$ cat config.mk
export PLATFORM = sky130hd
export DESIGN_NAME = dual_timer_top
export DESIGN_NICKNAME = d
export VERILOG_FILES = /design/src/tc_pkg.sv /design/src/pin_sync.sv /design/src/dual_timer_top.sv
export SDC_FILE = /design/constraint.sdc
export NUM_CORES = 1
export LEC_CHECK = 0
export BUFFER_PORTS_ARGS = -buffer_cell sky130_fd_sc_hd__clkbuf_2
export CORE_MARGIN = 10
export CORE_UTILIZATION = 61
export DETAILED_ROUTE_END_ITERATION = 16
export PLACE_DENSITY = 0.83
export SLEW_MARGIN = 20
export SYNTH_ARGS = -nofsm -noshare
export SYNTH_HDL_FRONTEND = slang
export SYNTH_SLANG_ARGS = --single-unit
$ cat constraint.sdc
create_clock -name sys_clk_i -period 4.9 [get_ports sys_clk_i]
set_input_delay 0.735 -clock sys_clk_i [delete_from_list [all_inputs] [get_ports sys_clk_i]]
set_output_delay 0.735 -clock sys_clk_i [all_outputs]
set_load 0.1 [all_outputs]
$ cat src/tc_pkg.sv
// Constants, register indices and carrier types for the dual timer/counter.
// Assumes one 100 MHz clock that also serves as the oscillator input.
package tc_pkg;

  // ---------------------------------------------------------------
  // Register indices (byte address is four times the index)
  // ---------------------------------------------------------------
  localparam logic [7:0] IDX_RUN_FLAGS = 8'h88;
  localparam logic [7:0] IDX_MODE_SEL  = 8'h89;
  localparam logic [7:0] IDX_T0_LOW    = 8'h8a;
  localparam logic [7:0] IDX_T1_LOW    = 8'h8b;
  localparam logic [7:0] IDX_T0_HIGH   = 8'h8c;
  localparam logic [7:0] IDX_T1_HIGH   = 8'h8d;
  localparam logic [7:0] IDX_CLK_CTL2  = 8'hbf;
  localparam logic [7:0] IDX_CLK_DIV   = 8'hc7;

  // ---------------------------------------------------------------
  // Field positions
  // ---------------------------------------------------------------
  localparam int TF1_BIT  = 7;
  localparam int TR1_BIT  = 6;
  localparam int TF0_BIT  = 5;
  localparam int TR0_BIT  = 4;
  localparam int IE1_BIT  = 3;
  localparam int IT1_BIT  = 2;
  localparam int IE0_BIT  = 1;
  localparam int IT0_BIT  = 0;
  localparam int GATE1_BIT = 7;
  localparam int FUNC1_BIT = 6;
  localparam int GATE0_BIT = 3;
  localparam int FUNC0_BIT = 2;
  localparam int FAST_BIT  = 6;

  localparam logic [1:0] MODE_13BIT  = 2'b00;
  localparam logic [1:0] MODE_16BIT  = 2'b01;
  localparam logic [1:0] MODE_RELOAD = 2'b10;
  localparam logic [1:0] MODE_SPLIT  = 2'b11;

  // ---------------------------------------------------------------
  // Reset values and cycle counts
  // ---------------------------------------------------------------
  localparam logic [7:0]  RST_BYTE    = 8'h00;
  localparam logic [7:0]  RST_CLK_CTL2 = 8'h0a;
  localparam logic [2:0]  RST_DIV_CODE = 3'h0;
  localparam logic [3:0]  MC_NORMAL   = 4'hc;
  localparam logic [3:0]  MC_FAST     = 4'h6;
  localparam logic [2:0]  OPT_SETTLE  = 3'h5;
  localparam logic [1:0]  HRESP_OKAY  = 2'h0;
  localparam logic [31:0] RD_ZERO     = 32'h0000_0000;

  // ---------------------------------------------------------------
  // Carrier types
  // ---------------------------------------------------------------
  typedef struct packed {
    logic [2:0] sh;
    logic       q;
  } sync_state_t;

  typedef struct packed {
    logic [7:0] tl;
    logic [7:0] th;
    logic       ovf;
  } cnt_res_t;

  typedef struct packed {
    logic [7:0]  mode_sel;
    logic [7:0]  run_flags;
    logic [7:0]  t0_low;
    logic [7:0]  t0_high;
    logic [7:0]  t1_low;
    logic [7:0]  t1_high;
    logic [2:0]  div_code;
    logic [7:0]  clk_ctl2;
    logic [6:0]  pre_cnt;
    logic [3:0]  mc_cnt;
    logic [1:0]  cnt_prev;
    logic [1:0]  int_prev;
    logic [2:0]  opt_cnt;
    logic        ap_wr;
    logic [7:0]  ap_idx;
    logic        ap_ok;
    logic [31:0] hrdata;
    logic        hready;
  } top_state_t;

endpackage

$ cat src/pin_sync.sv
// Three-stage synchroniser with agreement filter for one pin.
// Assumes the pin is asynchronous to sys_clk_i.
`timescale 1ns/1ps
module pin_sync (
  input  wire logic sys_clk_i,
  input  wire logic arst_n_i,
  input  wire logic pin_i,
  output logic      level_o
);

  tc_pkg::sync_state_t r_r;
  tc_pkg::sync_state_t r_nxt;

  // ---------------------------------------------------------------
  // Next state: output moves only when stages two and three agree
  // ---------------------------------------------------------------
  always_comb begin
    r_nxt    = r_r;
    r_nxt.sh = {r_r.sh[1:0], pin_i};
    if (r_r.sh[1] == r_r.sh[2]) begin
      r_nxt.q = r_r.sh[2];
    end
  end

  always_ff @(posedge sys_clk_i or negedge arst_n_i) begin
    if (!arst_n_i) begin
      // Start at the pulled-up idle level so no false low follows reset
      r_r <= '1;
    end else begin
      r_r <= r_nxt;
    end
  end

  assign level_o = r_r.q;

endmodule

$ cat src/dual_timer_top.sv
// Two timer/counters with clock prescaler and machine-cycle strobe, AHB-Lite slave.
// Assumes sys_clk_i is the oscillator input; acks come from interrupt logic on sys_clk_i.
//
// Functional notes
// - Timer function counts one per machine cycle, 12 or 6 prescaled clocks long.
// - Count pin is sampled once per machine cycle; samples detect events.
// - A sample of 1 followed by a sample of 0 counts once.
// - Gate bit 0: timer counts whenever its run bit is set.
// - Gate bit 1: counts only with run bit set and interrupt pin high.
// - Function bit 0 counts machine cycles, 1 counts count-pin falls.
// - Mode 00 is a 13-bit timer/counter for both timers.
// - Mode 01 is a full 16-bit timer/counter.
// - Mode 10 is an 8-bit low-byte counter with auto reload.
// - Reload overflow sets flag, copies high byte to low, high byte kept.
// - Timer 0 mode 11: low byte timer/counter, high byte timer only.
// - Split high byte uses timer one run bit and overflow flag.
// - Timer 1 in mode 11 stops and holds its value.
// - 13 and 16 bit modes flag overflow on all ones to zero.
// - Overflow flags set by hardware, cleared on vector ack or write.
// - Software drives run bits; timers start and stop with them.
// - Edge flags set on detected edge, cleared when serviced.
// - Type bit picks falling-edge or low-level interrupt trigger.
// - Divide code picks oscillator divide by two to the code.
// - Fast bit picks 6 or 12 clock cycle; reset value from option.
`timescale 1ns/1ps
module dual_timer_top (
  input  wire logic        sys_clk_i,
  input  wire logic        arst_n_i,
  input  wire logic        hsel_i,
  input  wire logic [31:0] haddr_i,
  input  wire logic [1:0]  htrans_i,
  input  wire logic        hwrite_i,
  input  wire logic [2:0]  hsize_i,
  input  wire logic [31:0] hwdata_i,
  input  wire logic        hready_i,
  output logic [31:0]      hrdata_o,
  output logic             hreadyout_o,
  output logic             hresp_o,
  input  wire logic        count_pin_zero_i,
  input  wire logic        count_pin_one_i,
  input  wire logic        ext_interrupt_pin_zero_n_i,
  input  wire logic        ext_interrupt_pin_one_n_i,
  input  wire logic        fast_cycle_option_i,
  input  wire logic        t0_vector_ack_i,
  input  wire logic        t1_vector_ack_i,
  input  wire logic        x0_vector_ack_i,
  input  wire logic        x1_vector_ack_i,
  output logic             timer_zero_overflow_flag_o,
  output logic             timer_one_overflow_flag_o,
  output logic             ext_irq_zero_edge_flag_o,
  output logic             ext_irq_one_edge_flag_o
);

  tc_pkg::top_state_t r_r;
  tc_pkg::top_state_t r_nxt;

  logic cp0_q;
  logic cp1_q;
  logic ip0_q;
  logic ip1_q;
  logic opt_q;

  // ---------------------------------------------------------------
  // Pin synchronisers
  // ---------------------------------------------------------------
  pin_sync u_cp0 (
    .sys_clk_i (sys_clk_i),
    .arst_n_i  (arst_n_i),
    .pin_i     (count_pin_zero_i),
    .level_o   (cp0_q)
  );
  pin_sync u_cp1 (
    .sys_clk_i (sys_clk_i),
    .arst_n_i  (arst_n_i),
    .pin_i     (count_pin_one_i),
    .level_o   (cp1_q)
  );
  pin_sync u_ip0 (
    .sys_clk_i (sys_clk_i),
    .arst_n_i  (arst_n_i),
    .pin_i     (ext_interrupt_pin_zero_n_i),
    .level_o   (ip0_q)
  );
  pin_sync u_ip1 (
    .sys_clk_i (sys_clk_i),
    .arst_n_i  (arst_n_i),
    .pin_i     (ext_interrupt_pin_one_n_i),
    .level_o   (ip1_q)
  );
  pin_sync u_opt (
    .sys_clk_i (sys_clk_i),
    .arst_n_i  (arst_n_i),
    .pin_i     (fast_cycle_option_i),
    .level_o   (opt_q)
  );

  // ---------------------------------------------------------------
  // One count step in modes 00, 01 and 10
  // ---------------------------------------------------------------
  function automatic tc_pkg::cnt_res_t step(input logic [1:0] m,
                                             input logic [7:0] tl,
                                             input logic [7:0] th);
    tc_pkg::cnt_res_t res;
    logic [16:0]      w;
    res = {tl, th, 1'b0};
    w   = 17'h0_0000;
    case (m)
      tc_pkg::MODE_13BIT: begin
        w       = {4'h0, th, tl[4:0]} + 17'h0_0001;
        res.tl  = {tl[7:5], w[4:0]};
        res.th  = w[12:5];
        res.ovf = w[13];
      end
      tc_pkg::MODE_16BIT: begin
        w       = {1'b0, th, tl} + 17'h0_0001;
        res.tl  = w[7:0];
        res.th  = w[15:8];
        res.ovf = w[16];
      end
      tc_pkg::MODE_RELOAD: begin
        if (tl == 8'hff) begin
          res.tl  = th;
          res.ovf = 1'b1;
        end else begin
          res.tl  = tl + 8'h01;
        end
      end
      default: begin
        res = {tl, th, 1'b0};
      end
    endcase
    return res;
  endfunction

  // ---------------------------------------------------------------
  // Read mux over the register file
  // ---------------------------------------------------------------
  function automatic logic [31:0] rd_mux(input tc_pkg::top_state_t s,
                                          input logic [7:0] idx);
    logic [31:0] d;
    d = tc_pkg::RD_ZERO;
    case (idx)
      tc_pkg::IDX_RUN_FLAGS: d = {24'h00_0000, s.run_flags};
      tc_pkg::IDX_MODE_SEL:  d = {24'h00_0000, s.mode_sel};
      tc_pkg::IDX_T0_LOW:    d = {24'h00_0000, s.t0_low};
      tc_pkg::IDX_T1_LOW:    d = {24'h00_0000, s.t1_low};
      tc_pkg::IDX_T0_HIGH:   d = {24'h00_0000, s.t0_high};
      tc_pkg::IDX_T1_HIGH:   d = {24'h00_0000, s.t1_high};
      tc_pkg::IDX_CLK_CTL2:  d = {24'h00_0000, s.clk_ctl2};
      tc_pkg::IDX_CLK_DIV:   d = {29'h0000_0000, s.div_code};
      default:               d = tc_pkg::RD_ZERO;
    endcase
    return d;
  endfunction

  // ---------------------------------------------------------------
  // Next-state logic
  // ---------------------------------------------------------------
  always_comb begin
    logic [7:0]       pre_top;
    logic [3:0]       mc_top;
    logic             sys_en;
    logic             mc_en;
    logic             ev0;
    logic             ev1;
    logic             inc0;
    logic             inc1;
    logic             set_tf0;
    logic             set_tf1;
    logic             fall0;
    logic             fall1;
    logic             take;
    logic [1:0]       m0;
    logic [1:0]       m1;
    logic [8:0]       b9;
    logic [7:0]       t;
    tc_pkg::cnt_res_t res;

    r_nxt   = r_r;
    pre_top = 8'h00;
    mc_top  = 4'h0;
    sys_en  = 1'b0;
    mc_en   = 1'b0;
    set_tf0 = 1'b0;
    set_tf1 = 1'b0;
    b9      = 9'h000;
    res     = '0;
    ev0     = 1'b0;
    ev1     = 1'b0;
    inc0    = 1'b0;
    inc1    = 1'b0;
    fall0   = 1'b0;
    fall1   = 1'b0;
    take    = 1'b0;
    t       = 8'h00;
    m0      = r_r.mode_sel[1:0];
    m1      = r_r.mode_sel[5:4];

    // Fast-cycle bit follows the option input until the strap has settled
    if (r_r.opt_cnt != tc_pkg::OPT_SETTLE) begin
      r_nxt.opt_cnt = r_r.opt_cnt + 3'h1;
      r_nxt.clk_ctl2[tc_pkg::FAST_BIT] = opt_q;
    end

    // Prescaler: one enable every two-to-the-code clocks
    pre_top = (8'h01 << r_r.div_code) - 8'h01;
    sys_en  = ({1'b0, r_r.pre_cnt} >= pre_top);
    r_nxt.pre_cnt = sys_en ? 7'h00 : r_r.pre_cnt + 7'h01;

    // Machine cycle: 6 or 12 prescaled clocks
    mc_top = r_r.clk_ctl2[tc_pkg::FAST_BIT] ? tc_pkg::MC_FAST - 4'h1
                                            : tc_pkg::MC_NORMAL - 4'h1;
    if (sys_en) begin
      mc_en        = (r_r.mc_cnt >= mc_top);
      r_nxt.mc_cnt = mc_en ? 4'h0 : r_r.mc_cnt + 4'h1;
    end

    // Count pins sampled once per machine cycle
    if (mc_en) begin
      r_nxt.cnt_prev = {cp1_q, cp0_q};
    end
    ev0 = mc_en & r_r.cnt_prev[0] & ~cp0_q;
    ev1 = mc_en & r_r.cnt_prev[1] & ~cp1_q;

    // Run, gate and source selection
    inc0 = r_r.run_flags[tc_pkg::TR0_BIT]
         & (~r_r.mode_sel[tc_pkg::GATE0_BIT] | ip0_q)
         & (r_r.mode_sel[tc_pkg::FUNC0_BIT] ? ev0 : mc_en);
    inc1 = r_r.run_flags[tc_pkg::TR1_BIT]
         & (~r_r.mode_sel[tc_pkg::GATE1_BIT] | ip1_q)
         & (r_r.mode_sel[tc_pkg::FUNC1_BIT] ? ev1 : mc_en);

    // Timer 0
    if (m0 == tc_pkg::MODE_SPLIT) begin
      if (inc0) begin
        b9            = {1'b0, r_r.t0_low} + 9'h001;
        r_nxt.t0_low  = b9[7:0];
        set_tf0       = b9[8];
      end
      if (r_r.run_flags[tc_pkg::TR1_BIT] & mc_en) begin
        b9            = {1'b0, r_r.t0_high} + 9'h001;
        r_nxt.t0_high = b9[7:0];
        set_tf1       = b9[8];
      end
    end else if (inc0) begin
      res           = step(m0, r_r.t0_low, r_r.t0_high);
      r_nxt.t0_low  = res.tl;
      r_nxt.t0_high = res.th;
      set_tf0       = res.ovf;
    end

    // Timer 1: holds in mode 11; its flag belongs to timer 0 in split mode
    if ((m1 != tc_pkg::MODE_SPLIT) && inc1) begin
      res           = step(m1, r_r.t1_low, r_r.t1_high);
      r_nxt.t1_low  = res.tl;
      r_nxt.t1_high = res.th;
      set_tf1       = set_tf1 | (res.ovf & (m0 != tc_pkg::MODE_SPLIT));
    end

    // External interrupt pins, edges on the filtered level
    r_nxt.int_prev = {ip1_q, ip0_q};
    fall0 = r_r.int_prev[0] & ~ip0_q;
    fall1 = r_r.int_prev[1] & ~ip1_q;

    // Software writes to data registers override counting
    if (r_r.ap_wr && r_r.ap_ok) begin
      case (r_r.ap_idx)
        tc_pkg::IDX_MODE_SEL: r_nxt.mode_sel = hwdata_i[7:0];
        tc_pkg::IDX_T0_LOW:   r_nxt.t0_low   = hwdata_i[7:0];
        tc_pkg::IDX_T1_LOW:   r_nxt.t1_low   = hwdata_i[7:0];
        tc_pkg::IDX_T0_HIGH:  r_nxt.t0_high  = hwdata_i[7:0];
        tc_pkg::IDX_T1_HIGH:  r_nxt.t1_high  = hwdata_i[7:0];
        tc_pkg::IDX_CLK_CTL2: r_nxt.clk_ctl2 = hwdata_i[7:0];
        tc_pkg::IDX_CLK_DIV:  r_nxt.div_code = hwdata_i[2:0];
        default: begin
        end
      endcase
    end

    // Control and flag register: write, then acks clear, then hardware sets win
    t = (r_r.ap_wr && r_r.ap_ok && (r_r.ap_idx == tc_pkg::IDX_RUN_FLAGS))
      ? hwdata_i[7:0] : r_r.run_flags;
    t[tc_pkg::TF0_BIT] = (t[tc_pkg::TF0_BIT] & ~t0_vector_ack_i) | set_tf0;
    t[tc_pkg::TF1_BIT] = (t[tc_pkg::TF1_BIT] & ~t1_vector_ack_i) | set_tf1;
    if (t[tc_pkg::IT0_BIT]) begin
      t[tc_pkg::IE0_BIT] = (t[tc_pkg::IE0_BIT] & ~x0_vector_ack_i) | fall0;
    end else begin
      t[tc_pkg::IE0_BIT] = ~ip0_q;
    end
    if (t[tc_pkg::IT1_BIT]) begin
      t[tc_pkg::IE1_BIT] = (t[tc_pkg::IE1_BIT] & ~x1_vector_ack_i) | fall1;
    end else begin
      t[tc_pkg::IE1_BIT] = ~ip1_q;
    end
    r_nxt.run_flags = t;

    // AHB-Lite address phase; zero wait states, read data from updated state
    take         = hsel_i & htrans_i[1] & hready_i;
    r_nxt.ap_wr  = take & hwrite_i;
    r_nxt.ap_idx = haddr_i[9:2];
    r_nxt.ap_ok  = (haddr_i[31:10] == 22'h00_0000);
    r_nxt.hready = 1'b1;
    if (take && !hwrite_i && r_nxt.ap_ok) begin
      r_nxt.hrdata = rd_mux(r_nxt, haddr_i[9:2]);
    end else begin
      r_nxt.hrdata = tc_pkg::RD_ZERO;
    end
  end

  // ---------------------------------------------------------------
  // State register
  // ---------------------------------------------------------------
  always_ff @(posedge sys_clk_i or negedge arst_n_i) begin
    if (!arst_n_i) begin
      r_r           <= '0;
      r_r.mode_sel  <= tc_pkg::RST_BYTE;
      r_r.run_flags <= tc_pkg::RST_BYTE;
      r_r.t0_low    <= tc_pkg::RST_BYTE;
      r_r.t0_high   <= tc_pkg::RST_BYTE;
      r_r.t1_low    <= tc_pkg::RST_BYTE;
      r_r.t1_high   <= tc_pkg::RST_BYTE;
      r_r.div_code  <= tc_pkg::RST_DIV_CODE;
      r_r.clk_ctl2  <= tc_pkg::RST_CLK_CTL2;
    end else begin
      r_r <= r_nxt;
    end
  end

  // ---------------------------------------------------------------
  // Outputs
  // ---------------------------------------------------------------
  assign hrdata_o    = r_r.hrdata;
  assign hreadyout_o = r_r.hready;
  assign hresp_o     = tc_pkg::HRESP_OKAY[0];
  assign timer_zero_overflow_flag_o = r_r.run_flags[tc_pkg::TF0_BIT];
  assign timer_one_overflow_flag_o  = r_r.run_flags[tc_pkg::TF1_BIT];
  assign ext_irq_zero_edge_flag_o   = r_r.run_flags[tc_pkg::IE0_BIT];
  assign ext_irq_one_edge_flag_o    = r_r.run_flags[tc_pkg::IE1_BIT];

endmodule

## Word level (Yosys, flattened, before mapping)

Index checks and enable logic that the tools add are counted.

| word-level totals | value |
|---|---|
| register bits | 140 |
| output and inout bits | 38 |
| bits of input ports | 83 |

| operators by class | value |
|---|---|
| reduce and logical (&&, ||, !) cells | 9 |
| shift-type cells | 1 |
| add/sub/neg operators | 12 |
| $lt $le $gt $ge | 2 |
| multiplexer cells | 43 |
| bitwise gates (word level) | 36 |
| eq/ne operators | 31 |

Operators with widths:

| cell | count |
|---|---|
| equality test 8 bit (second input constant) | 18 |
| two-way mux 8 bit | 12 |
| case mux 8 bit (8 select lines) | 1 |
| two-way mux 16 bit | 3 |
| case mux 8 bit (3 select lines) | 2 |
| two-way mux 43 bit | 1 |
| adder 16 x 1 -> 17 bit (second input constant) | 2 |
| two-way mux 32 bit | 1 |
| case mux 8 bit (2 select lines) | 2 |
| adder 13 x 1 -> 14 bit (second input constant) | 2 |
| zero test 22 bit | 1 |
| AND 1 bit | 19 |
| adder 8 x 1 -> 9 bit (second input constant) | 2 |
| adder 8 x 1 -> 8 bit (second input constant) | 2 |
| two-way mux 1 bit | 15 |
| NOT 1 bit | 10 |
| >= comparator 7 x 8 -> 1 bit | 1 |
| two-way mux 4 bit | 2 |
| left shift 1 x 3 -> 8 bit (first input constant) | 1 |
| subtractor 8 x 1 -> 8 bit (second input constant) | 1 |
| adder 7 x 1 -> 7 bit (second input constant) | 1 |
| two-way mux 7 bit | 1 |
| OR 1 bit | 7 |
| equality test 2 bit (second input constant) | 3 |
| other kinds (12) | 24 |

## Longest topological paths before layout

| logic depth | value |
|---|---|
| depth after elaboration | 16 |
| mapped depth | 11 |
| depth with buffers taken out | 10 |

## By module

From an unflattened synthesis, not the netlist that was laid out.

| unflattened totals | value |
|---|---|
| cell total of the unflattened synthesis | 851 |
| area, all modules | 7613.6 µm² |

By module, submodules not included:

| module | area an instance (µm²) | cells each | times used |
|---|---|---|---|
| dual_timer_top | 7031.7 | 826 | 1 |
| pin_sync | 116.4 | 5 | 5 |

## Worst setup path before layout

No wires, ideal clock.

| path | value |
|---|---|
| path kind | reg2reg |
| start point | reg r_r[70] in the netlist's numbering |
| end point | reg r_r, in the netlist hrdata_o[5] |
| path buffers | 1 |
| data arrival time | 2732 ps |
| period minus slack after synthesis | 2866 ps |
| path slack | 2034 ps |
| cell stages (with the launch flop) | 12 |
| cell sequence | dfrtp_1 or3_1 ha_1 nand2b_1 a21oi_1 o311a_1 nand3_1 buf_2 nor4_1 xor2_1 a221oi_1 a31oi_1 |

RTL lines:

| element | RTL line | RTL |
|---|---|---|
| from (decl) | dual_timer_top.sv:54 | `tc_pkg::top_state_t r_r;` |
| from (signal assigned) | dual_timer_top.sv:325 | `r_r <= r_nxt;` |

==> results.cfg <==
[outcome]
status = finished, final reports clean

[logic_synthesis]
synth_area_leader_cell = dfrtp_1
synth_commonest_cells = 94 x dfrtp_1, 90 x nand2_1, 79 x nor2_1
yosys_most_used_dff = dfrtp_1
synth_cell_type_count = 78
synth_edf_count = 0
ys_seq_area_share_pct = 41.91
ys_warn_count = 0
ys_ff_latch = 116
synthArstFlopShare_pct = 100.0
syn_area_um2 = 6992
synth_top_area_share_pct = 33.64
netlist_instances = 764
avgSynthCellArea_um2 = 9.151
synth_area_leaders = dfrtp_1 34%, dfstp_2 8.3%, nand2_1 4.8%
yosysMostFrequentCell = dfrtp_1

[setup_path]
critical_path.endpoint = hrdata_o[7]
cp_data_arrival_time_ns = 3.82
worstSetupPathType = flop to flop
cp_data_required_time_ns = 5.18
r2r-start = r_r[70]
r2r_slack_ns = 1.36
crit_path_end_kind = flop
r2r-end = hrdata_o[7]
cp_max_fo = 8
rr_worst_depth = 10
critPathLaunch = r_r[70]
cp-start-kind = flop

[timing]
min_period_ns = 3.544
fin_crit_sh_pct = 72.32
finalSetupTns_ns = 0
rsz0062_at_grt = false
clock_skew_ns = 0.01489
max_slew_margin_pct = 23.17
hold_viol = 0
finalSetupViolCount = 0
hold_ws_ns = 0.3501
worstMarginPinSlew_ns = 1.143
drv_slew = 0
worst_slack_ns = 1.356
max_freq_mhz = 282.2

[route]
wl_mm = 20.55
vias = 6372
drtAntennaViolNets = 0
wl_per_cell_um = 21.18
drt_pass1_iterations = 7
drcViolationCount = 0
vias_per_cell = 6.569
drt_iter0_drc = 900

[finish]
drive_gt1_share_pct = 19.59
fin_nets = 914
final_cells = 970
fin_util_pct = 68.88
area_delta_synth_final_pct = 11.52
fill_cells = 927
diodes = 0
fin_area_um2 = 7797

[cts]
htree_levels = 4
cts_max_path_buffers = 2
cts_root_buf = clkbuf_16
cts_setup_buffers = 0
cts_tree = built
cts_hold_buf = 0
cts_made_buffers = 17
cts_sinks = 116
clock_latency_ns = 0.43
cts.clk_slew.worst_paths_ns = 0.06
post_cts_resized = 0

[power_and_ir_drop]
power.total_mw = 3.171
peakVddDrop_v = 0.0003762
p_leak_nw = 3.419
pwr_density_cell_nw_per_um2 = 406.6

[die]
core_um2 = 11320
rows = 39
die_area_um2 = 16140
initial_core_util_pct = 61.76
die_h_um = 127.1
io_pins = 121
die_x_um = 127.1

[grt]
grt_pass1_wl_mm = 33.53
antenna_found_initial = 0
gr-total-overflow = 0
grt_max_degree = 84
track_usage_pct = 25.59
grt_pass1_vias = 6468

[placement]
place_area_um2 = 7218
dp_cells = 938
gp_congestion = 0.9378
io_buffers = 65
pre_cts_slack_ns = 1.520
place_hpwl_mm = 14.98

[flow_run]
maxCapViolCount = 0

[min_path]
hp-class = input pin to async pin
where the power goes:
part	internal, mW	leakage [nW]	switching [mW]
clock	0.712	0.269	0.501
combinational	0.252	1.81	0.500
sequential	1.07	1.34	0.131
total	2.04	3.42	1.13
how the worst min path moves through the flow:
stage                         startpoint        endpoint  slack, ns  cells past startpoint
after floorplan           u_cp0.r_nxt[2]  u_cp0.r_nxt[3]       0.35                      0
after global placement    u_cp0.r_nxt[2]  u_cp0.r_nxt[3]       0.35                      0
after detailed placement  u_cp0.r_nxt[2]  u_cp0.r_nxt[3]       0.35                      0
after CTS                 u_cp0.r_nxt[2]  u_cp0.r_nxt[3]       0.36                      0
after global routing      u_cp0.r_nxt[2]  u_cp0.r_nxt[3]       0.36                      0
final                           arst_n_i     hrdata_o[6]       0.35                      1
logic make-up (layout without fill, tap and decap cells):
group,after synthesis,in the layout,share of synthesized area [%]
other cells,2,26,0.1074
xor+xnor,22,22,2.756
flops,116,116,41.91
mux,30,30,4.545
simple gates,317,317,23.09
compound gates,164,164,16.45
fa+ha+maj,22,22,3.758
buf+inv,91,130,7.391
sequential cells by signal, indices dropped and copies added, names as in the netlist, 2 cells and up:
| name | cells |
|---|---|
| r_r | 83 |
| u_ip0.r_nxt | 2 |
| u_cp1.r_nxt | 2 |
| u_cp0.r_nxt | 2 |
| u_ip1.r_nxt | 2 |
| u_opt.r_nxt | 2 |
| hrdata_o | 8 |
layout by cell type, fill, tap and decap left out, types with 7 or more instances in the layout:
cell type,Yosys,routed
mux2_2,14,14
nor4_1,13,13
a41oi_1,7,7
nor2_1,79,79
nand4_1,16,16
a31oi_1,9,9
dfrtp_1,94,94
nand2b_1,7,7
inv_1,26,26
o21ai_0,32,32
nand3_1,35,35
o31ai_1,7,7
clkbuf_2,0,64
ha_1,17,17
conb_1,2,26
dfstp_2,22,22
nor3_1,10,10
a211o_1,10,10
clkbuf_16,0,17
mux2i_1,16,16
xnor2_1,14,14
nand2_1,90,90
xor2_1,8,8
and3_1,17,17
a21oi_1,35,35
critical path, stage by stage, from the launching register on:
cell       delay (ns)
dfrtp_1          0.45
or3_1            0.40
ha_1             0.20
nand2b_1         0.14
a21oi_1          0.38
nor3_1           0.22
nor2_1           0.61
mux2i_1          0.31
a211oi_1         0.11
a2111oi_0        0.43
a31oi_1          0.15
layout make-up:
cell class	instances	area (um2)	area share [%]
Clock buffer	18	429.2	5.504
Clock inverter	14	146.4	1.877
Inverter	27	101.3	1.300
Multi-Input combinational cell	581	3635	46.61
Sequential cell	116	2930	37.58
Tap cell	143	178.9	2.295
Timing Repair Buffer	71	376.6	4.830
layer usage:
layer  global-route usage [%]  part of all wire [%]  up-vias
li1                         -                     -     2825
met1                    31.83                    39     3068
met2                    39.13                    45      420
met3                    10.50                    13       59
met4                    9.578                   2.6        0
met5                        0                     0        -
Note: power is estimated with default switching activity, not from simulation.
